`src/shared/stc_pkg.sv`:
```
// Constants, types and pin carrier for the split-transfer host controller.
// Assumes one 50 MHz system clock and a divided shift clock driven out to the memory.
package stc_pkg;

    // Widths of the memory interface.
    localparam int unsigned DATA_W    = 16;
    localparam int unsigned ADDR_W    = 9;
    localparam int unsigned HALF_WORDS = 256;

    // Timing in nanoseconds and derived cycle counts at 50 MHz.
    localparam int unsigned CLK_PERIOD_NS   = 20;
    localparam int unsigned PWRUP_PAUSE_NS  = 200000;
    localparam int unsigned PWRUP_PAUSE_CYC = (PWRUP_PAUSE_NS + CLK_PERIOD_NS - 1) / CLK_PERIOD_NS;
    localparam int unsigned STS_NS          = 60;
    localparam int unsigned STS_CYC         = (STS_NS + CLK_PERIOD_NS - 1) / CLK_PERIOD_NS;
    localparam int unsigned STROBE_NS       = 80;
    localparam int unsigned STROBE_CYC      = (STROBE_NS + CLK_PERIOD_NS - 1) / CLK_PERIOD_NS;
    localparam int unsigned DUMMY_CYCLES    = 8;
    localparam logic [3:0]  DUMMY_CNT       = 4'h8;
    localparam logic [2:0]  SHIFT_DIV_HALF  = 3'h2;

    // Transfer kinds the user may request.
    typedef enum logic [1:0] {
        STC_XFER_READ,
        STC_XFER_MWRITE,
        STC_XFER_SREAD,
        STC_XFER_SWRITE
    } stc_xfer_e;

    // Strobe levels driven to the memory, all active low except the function select.
    typedef struct packed {
        logic rowStrobe_n;
        logic colStrobe_n;
        logic writeStrobe_n;
        logic transfer_output_strobe_n;
        logic special_function_select;
    } stc_strobe_s;

endpackage : stc_pkg

```
`src/rtl/stc_host.sv`:
```
// Host controller that initializes the memory and issues full and split transfers.
// Assumes the memory's serial side is clocked by the shift clock this block drives out.
module stc_host
    import stc_pkg::*;
#(
    parameter int unsigned PAUSE_CYC = PWRUP_PAUSE_CYC
)
(
    // Clock and reset.
    input  wire logic                 ref_clk,
    input  wire logic                 rst_b,
    // User request and status.
    input  wire logic                 xferReq,
    input  wire stc_xfer_e            xferKind,
    input  wire logic [ADDR_W-1:0]    xferRow,
    input  wire logic [ADDR_W-1:0]    xferCol,
    input  wire logic [DATA_W-1:0]    xferMask,
    input  wire logic                 useRefreshInit,
    input  wire logic                 shiftEnable,
    output logic                      xferAck,
    output logic                      initDone,
    output logic                      xferRefused,
    // Memory pins.
    output stc_strobe_s               strobes,
    output logic [ADDR_W-1:0]         memAddr,
    output logic [DATA_W-1:0]         ramDataOut,
    output logic                      ramDataOe,
    output logic                      serial_shift_clock,
    input  wire logic                 active_half_flag
);

    typedef enum logic [3:0] {
        ST_PAUSE, ST_DUMMY_LO, ST_DUMMY_HI, ST_IDLE, ST_ROW, ST_COL, ST_HOLD, ST_END
    } stc_state_e;

    localparam logic [17:0] PAUSE_LAST = 18'(PAUSE_CYC - 1);
    localparam logic [3:0]  STROBE_LAST = 4'(STROBE_CYC - 1);
    localparam logic [3:0]  STS_LAST    = 4'(STS_CYC);

    stc_state_e       state_r;
    logic [17:0]      pauseCnt_r;
    logic [3:0]       dummyCnt_r;
    logic [3:0]       shiftCnt_r;
    logic [3:0]       phaseCnt_r;
    logic [3:0]       stsCnt_r;
    logic [2:0]       divCnt_r;
    logic             shiftClk_r;
    logic             flagSync1_r;
    logic             flagSync2_r;
    logic             flagLast_r;
    logic             readDone_r;
    logic             mwriteDone_r;
    stc_strobe_s      strobes_r;
    stc_xfer_e        kind_r;
    logic             grantOk;
    logic             isSplit;

    // Tells whether a requested kind is a split transfer.
    function automatic logic split_kind(input stc_xfer_e k);
        split_kind = (k == STC_XFER_SREAD) || (k == STC_XFER_SWRITE);
    endfunction : split_kind

    // Two-flop synchroniser for the flag pin; the second flop is compared with a third, delayed copy.
    always_ff @(posedge ref_clk)
    begin
        if (!rst_b)
        begin
            flagSync1_r <= 1'b0;
            flagSync2_r <= 1'b0;
            flagLast_r  <= 1'b0;
        end
        else
        begin
            flagSync1_r <= active_half_flag;
            flagSync2_r <= flagSync1_r;
            flagLast_r  <= flagSync2_r;
        end
    end

    // Counts from the last flag toggle so split transfers honour the switch delay.
    // switch delay gate
    always_ff @(posedge ref_clk)
    begin
        if (!rst_b)
            stsCnt_r <= 4'h0;
        else if (flagSync2_r != flagLast_r)
            stsCnt_r <= 4'h0;
        else if (stsCnt_r != STS_LAST)
            stsCnt_r <= stsCnt_r + 4'h1;
    end

    // Shift clock divider; runs during dummy shifts and later while enabled.
    // shift clock gated by dummy shifts and shiftEnable
    always_ff @(posedge ref_clk)
    begin
        if (!rst_b)
        begin
            divCnt_r   <= 3'h0;
            shiftClk_r <= 1'b0;
            shiftCnt_r <= 4'h0;
        end
        else if ((state_r == ST_DUMMY_LO || state_r == ST_DUMMY_HI) && shiftCnt_r != DUMMY_CNT
                 || initDone && shiftEnable)
        begin
            if (divCnt_r == SHIFT_DIV_HALF - 3'h1)
            begin
                divCnt_r   <= 3'h0;
                shiftClk_r <= ~shiftClk_r;
                if (shiftClk_r && shiftCnt_r != DUMMY_CNT)
                    shiftCnt_r <= shiftCnt_r + 4'h1;
            end
            else
                divCnt_r <= divCnt_r + 3'h1;
        end
    end

    assign serial_shift_clock = shiftClk_r;

    // Split transfers need the matching full transfer first and the delay elapsed.
    always_comb
    begin
        isSplit = split_kind(xferKind);
        grantOk = 1'b1;
        if (xferKind == STC_XFER_SREAD && !readDone_r)
            grantOk = 1'b0;
        if (xferKind == STC_XFER_SWRITE && !mwriteDone_r)
            grantOk = 1'b0;
        if (isSplit && stsCnt_r != STS_LAST)
            grantOk = 1'b0;
    end

    // Main sequencer: power-up pause, dummy cycles, then transfer cycles.
    always_ff @(posedge ref_clk)
    begin
        if (!rst_b)
        begin
            state_r      <= ST_PAUSE;
            pauseCnt_r   <= 18'h0;
            dummyCnt_r   <= 4'h0;
            phaseCnt_r   <= 4'h0;
            readDone_r   <= 1'b0;
            mwriteDone_r <= 1'b0;
            kind_r       <= STC_XFER_READ;
            memAddr      <= '0;
            ramDataOut   <= '0;
            ramDataOe    <= 1'b0;
            xferAck      <= 1'b0;
            xferRefused  <= 1'b0;
            initDone     <= 1'b0;
            strobes_r    <= '{1'b1, 1'b1, 1'b1, 1'b1, 1'b0};
        end
        else
        begin
            xferAck     <= 1'b0;
            xferRefused <= 1'b0;
            case (state_r)
                ST_PAUSE:
                begin
                    pauseCnt_r <= pauseCnt_r + 18'h1;
                    if (pauseCnt_r == PAUSE_LAST)
                    begin
                        phaseCnt_r <= 4'h0;
                        state_r    <= ST_DUMMY_LO;
                    end
                end
                ST_DUMMY_LO:
                begin
                    strobes_r.colStrobe_n <= ~useRefreshInit;
                    phaseCnt_r <= phaseCnt_r + 4'h1;
                    // Row falls a cycle late in refresh style so that the column strobe leads it.
                    if (phaseCnt_r == (useRefreshInit ? 4'h1 : 4'h0))
                        strobes_r.rowStrobe_n <= 1'b0;
                    if (phaseCnt_r == STROBE_LAST)
                    begin
                        phaseCnt_r            <= 4'h0;
                        strobes_r.rowStrobe_n <= 1'b1;
                        strobes_r.colStrobe_n <= 1'b1;
                        dummyCnt_r            <= dummyCnt_r + 4'h1;
                        state_r               <= ST_DUMMY_HI;
                    end
                end
                ST_DUMMY_HI:
                begin
                    phaseCnt_r <= phaseCnt_r + 4'h1;
                    if (phaseCnt_r == STROBE_LAST)
                    begin
                        phaseCnt_r <= 4'h0;
                        if (dummyCnt_r != DUMMY_CNT)
                            state_r <= ST_DUMMY_LO;
                        else if (shiftCnt_r == DUMMY_CNT)
                        begin
                            initDone <= 1'b1;
                            state_r  <= ST_IDLE;
                        end
                    end
                end
                ST_IDLE:
                begin
                    // No request is taken in the cycle after a refusal, while the requester releases it.
                    if (xferReq && grantOk && !xferRefused)
                    begin
                        kind_r  <= xferKind;
                        memAddr <= xferRow;
                        strobes_r.colStrobe_n             <= 1'b1;
                        strobes_r.writeStrobe_n           <= (xferKind == STC_XFER_READ
                                                              || xferKind == STC_XFER_SREAD);
                        strobes_r.special_function_select <= isSplit;
                        strobes_r.transfer_output_strobe_n <= 1'b0;
                        ramDataOut <= xferMask;
                        ramDataOe  <= (xferKind == STC_XFER_MWRITE || xferKind == STC_XFER_SWRITE);
                        phaseCnt_r <= 4'h0;
                        state_r    <= ST_ROW;
                    end
                    else if (xferReq && !xferRefused)
                        xferRefused <= 1'b1;
                end
                ST_ROW:
                begin
                    // Row strobe falls one cycle after the codes settle.
                    strobes_r.rowStrobe_n <= 1'b0;
                    phaseCnt_r <= phaseCnt_r + 4'h1;
                    if (phaseCnt_r == 4'h1)
                    begin
                        ramDataOe  <= 1'b0;
                        memAddr    <= xferCol;
                        phaseCnt_r <= 4'h0;
                        state_r    <= ST_COL;
                    end
                end
                ST_COL:
                begin
                    // column top bit left to device
                    strobes_r.colStrobe_n <= 1'b0;
                    phaseCnt_r <= phaseCnt_r + 4'h1;
                    if (phaseCnt_r == STROBE_LAST)
                    begin
                        phaseCnt_r <= 4'h0;
                        state_r    <= ST_HOLD;
                    end
                end
                ST_HOLD:
                begin
                    // Transfer completes on the rising transfer strobe.
                    strobes_r.transfer_output_strobe_n <= 1'b1;
                    strobes_r.rowStrobe_n              <= 1'b1;
                    strobes_r.colStrobe_n              <= 1'b1;
                    strobes_r.writeStrobe_n            <= 1'b1;
                    strobes_r.special_function_select  <= 1'b0;
                    if (kind_r == STC_XFER_READ)
                    begin
                        readDone_r   <= 1'b1;
                        mwriteDone_r <= 1'b0;
                    end
                    if (kind_r == STC_XFER_MWRITE)
                    begin
                        mwriteDone_r <= 1'b1;
                        readDone_r   <= 1'b0;
                    end
                    state_r <= ST_END;
                end
                ST_END:
                begin
                    phaseCnt_r <= phaseCnt_r + 4'h1;
                    // Acknowledge one cycle early so that the request is released before idle samples it.
                    if (phaseCnt_r == STROBE_LAST - 4'h1)
                        xferAck <= 1'b1;
                    if (phaseCnt_r == STROBE_LAST)
                        state_r <= ST_IDLE;
                end
                default:
                    state_r <= ST_PAUSE;
            endcase
        end
    end

    assign strobes = strobes_r;
endmodule : stc_host

```
`config.mk`:
```
export PLATFORM = sky130hd
export DESIGN_NAME = stc_host
export DESIGN_NICKNAME = d
export VERILOG_FILES = /design/src/shared/stc_pkg.sv /design/src/rtl/stc_host.sv
export SDC_FILE = /design/constraint.sdc
export NUM_CORES = 1
export LEC_CHECK = 0
export BUFFER_PORTS_ARGS = -buffer_cell sky130_fd_sc_hd__buf_2
export CORE_AREA = 2 2 85 87
export CTS_CLUSTER_SIZE = 10
export DETAILED_ROUTE_END_ITERATION = 10
export DIE_AREA = 0 0 87 89
export PLACE_DENSITY = 0.82
export SLEW_MARGIN = 10
export SYNTH_ARGS = -nofsm -noshare
export SYNTH_HDL_FRONTEND = slang
export SYNTH_SLANG_ARGS = --single-unit
```
`constraint.sdc`:
```
create_clock -name ref_clk -period 7 [get_ports ref_clk]
set_clock_uncertainty 0.1 [all_clocks]
set_input_delay 1.4 -clock ref_clk [delete_from_list [all_inputs] [get_ports ref_clk]]
set_output_delay 1.4 -clock ref_clk [all_outputs]
set_load 0.02 [all_outputs]
```
==> impl_metrics.py <==
metrics = {
    "outcome": {
        "status": "finished clean",
    },
    "timing": {
        "max_freq_mhz": 310,
        "worst_pin_slew_ns": 1.12,
        "setup_viol": 0,
        "maxSlewHeadroom_pct": 25.2,
        "slew_violations": 0,
        "fin_tns_setup_ns": 0,
        "finalHoldViolations": 0,
        "fin_crit_sh_pct": 46.1,
        "rsz0062_at_grt": "false",
        "hold_slack_ns": 0.341,
        "finalCriticalPeriod_ns": 3.23,
        "layout_setup_ws_ns": 3.77,
    },
    "synth": {
        "syn_inst": 421,
        "synth_cell_types": 53,
        "synth-edff-count": 0,
        "ys.flop_type": "dfxtp_1",
        "synth_fp_nets": 472,
        "ys_ff_latch": 82,
        "ys_seq_area_share_pct": 45.0,
        "syn_avg_cell_area_um2": 8.66,
        "synthArstFlopShare_pct": 0,
        "syn-cell-area_mm2": 0.00364,
        "yosysWarnings": 0,
    },
    "finish": {
        "register_area_mm2": 0.00164,
        "mostFrequentLayoutCell": "dfxtp_1",
        "drive_above_1_share_pct": 21.1,
        "multi_input_area_mm2": 0.00187,
        "fin_nets": 539,
        "fin_util_pct": 63.2,
        "antenna_cells": 0,
        "mostFrequentLayoutCells": "dfxtp_1 (82), buf_2 (76), nand2_1 (57)",
        "syn2layout_area_growth_pct": 16.5,
        "fill_cells": 579,
    },
    "detailed_routing": {
        "dr.pass1.iters": 4,
        "wirelength_um": 7420,
        "ant_nets": 0,
        "routed_via_density": 5.48,
        "vias": 3141,
        "drc": 0,
        "avgRoutedWirePerCell_um": 12.9,
        "drt_iter0_drc": 141,
    },
    "floorplanning": {
        "die-area_mm2": 0.00774,
        "num_rows": 30,
        "start_util_pct": 54.2,
        "core-area_mm2": 0.00672,
        "dieWidth_um": 87,
        "io_pins": 77,
        "die_h_um": 89,
    },
    "clock_tree": {
        "htreeDepth": 3,
        "postCtsHoldBufs": 0,
        "insertion_delay_ns": 0.35,
        "cts.repair.resized": 0,
        "cts_buffer_depth": 2,
        "cts-root-buf": "clkbuf_8",
        "clkTransAtPathRegs_ns": 0.08,
        "cts_tree": "built",
        "cts_inserted_buffers": 9,
        "cts.sinks": 82,
        "postCtsSetupBuffers": 0,
    },
    "global_route": {
        "grt_usage_pct": 20.2,
        "grt_max_degree": 65,
        "globalRouteMet1Util_pct": 22.7,
        "grt_pass1_vias": 2945,
        "grtUsageMet2_pct": 35.6,
        "met3_usage_pct": 7.02,
        "grt_pass1_wl_um": 12600,
        "antenna_found_initial": 0,
        "top_usage_layer": "met2",
        "overflow": 0,
    },
    "placement": {
        "pre_cts_ws_ns": 3.45,
        "routabilityCongestion": 0.784,
        "dpl.hpwl_um": 5210,
        "io_buffers": 76,
    },
    "critical_path": {
        "crit_slowest_cell": "nand3_1",
        "slowest_delay_ns": 0.69,
        "startpoint_type": "primary input",
        "r2r-start": "stsCnt_r[0]$_SDFFE_PP0N_",
        "crit_chain": "buf_2, mux2i_1, o21ai_0, nand3_1, nand2_1, a211oi_1",
        "critPathKind": "in2reg",
        "rr_worst_depth": 6,
        "crit_arrival_ns": 3.31,
        "r2r_slack_ns": 3.97,
        "rr_endpoint": "memAddr[5]$_SDFFE_PN0P_",
        "required_ns": 7.08,
        "cp_max_fo": 24,
        "end_kind": "flop",
    },
    "power": {
        "peakVddDrop_mv": 0.143,
        "power_density_mw_per_mm2": 246,
        "leakage_nw": 1.68,
    },
    "min_path": {
        "min_path_cells": 1,
        "hold_path.startpoint": "flagSync1_r$_SDFF_PN0_",
        "hp-class": "reg2reg",
        "holdPathEnd": "flagSync2_r$_SDFF_PN0_",
    },
    "job": {
        "cap_violations": 0,
    },
}
[power by group]
part | internal, mW | leakage [nW] | switching (mW) | total [mW]
combinational | 0.0736 | 0.920 | 0.0980 | 0.172
clock | 0.179 | 0.101 | 0.173 | 0.352
sequential | 0.489 | 0.663 | 0.0342 | 0.523
[metrics by stage]
step / instance area, um2 / cells / power (mW)
global route: 4250 / 573 / 1.10
detailed placement: 4040 / 557 / 0.703
global placement: 4040 / 557 / 0.697
finish: 4250 / 573 / 1.05
floorplan: 3640 / 421 / 0.662
CTS: 4250 / 573 / 1.06
[cells by family after synthesis]
logic type | synth area share, %
simple gates | 26.0
flops | 45.0
compound gates | 12.0
buf+inv | 3.81
xor+xnor | 6.49
mux | 3.57
fa+ha+maj | 3.09
[cell type report]
class | count | share of cell area (%)
Clock buffer | 10 | 3.24
Clock inverter | 6 | 1.74
Inverter | 12 | 1.06
Multi-Input combinational cell | 307 | 44.0
Sequential cell | 82 | 38.6
Tap cell | 80 | 2.36
Timing Repair Buffer | 76 | 8.95
[flip-flops by register name (all words and copies together) (netlist names), 2 cells and up]
register and count:
strobes 5, stsCnt_r 4, kind_r 2, memAddr 9
divCnt_r 3, shiftCnt_r 4, dummyCnt_r 4, ramDataOut 16
pauseCnt_r 18, state_r 3, phaseCnt_r 4
[critical path, delay by kind of cell]
kind / cells / cell delay, ns
AO/OA/AOI/OAI: 2 / 0.44
buffers and inverters: 1 / 0.11
multiplexers: 1 / 0.10
AND/OR/NAND/NOR: 2 / 1.25
[Yosys cell counts (all sizes together) (2+ instances only)]
cell / instances / area share (%)
a211oi: 10 / 2.1
a21o: 2 / 0.41
a21oi: 34 / 4.7
a311oi: 2 / 0.48
and2: 6 / 1.0
and3: 9 / 1.5
and4: 2 / 0.48
buf: 7 / 0.96
clkbuf: 13 / 1.6
dfxtp: 82 / 45
ha: 9 / 3.1
inv: 12 / 1.2
mux2i: 13 / 3.6
nand2: 57 / 5.9
nand2b: 5 / 0.86
nand3: 19 / 2.6
nand3b: 2 / 0.41
nand4: 9 / 1.5
nor2: 34 / 3.5
nor3: 14 / 2.1
nor3b: 2 / 0.41
nor4: 5 / 0.86
nor4b: 3 / 0.89
o211ai: 2 / 0.41
o21ai: 13 / 1.8
o31ai: 3 / 0.62
or3: 7 / 1.2
or3b: 4 / 1.0
xnor2: 12 / 2.9
xor2: 15 / 3.6
[layer usage]
| layer | part of all wire [%] | routed length (um) | up-vias |
|---|---|---|---|
| li1 | - | - | 1602 |
| met1 | 45 | 3320 | 1451 |
| met2 | 48 | 3590 | 80 |
| met3 | 5.7 | 426 | 8 |
| met4 | 1.1 | 82 | 0 |
| met5 | 0 | 0 | - |
[worst max-delay path by stage]
stage           startpoint                      end  slack, ns  cells after the start
2_1_floorplan  xferKind[0]  strobes[2]$_SDFFE_PN1P_       4.36                      7
3_3_place_gp   xferKind[0]  memAddr[1]$_SDFFE_PN0P_       3.59                      6
3_5_place_dp   xferKind[0]  memAddr[5]$_SDFFE_PN0P_       3.45                      6
4_1_cts        xferKind[0]  memAddr[5]$_SDFFE_PN0P_       3.78                      6
5_1_grt        xferKind[0]  memAddr[5]$_SDFFE_PN0P_       3.60                      6
6_report       xferKind[0]  memAddr[5]$_SDFFE_PN0P_       3.77                      6
Note: power is estimated with default switching activity, not from simulation.
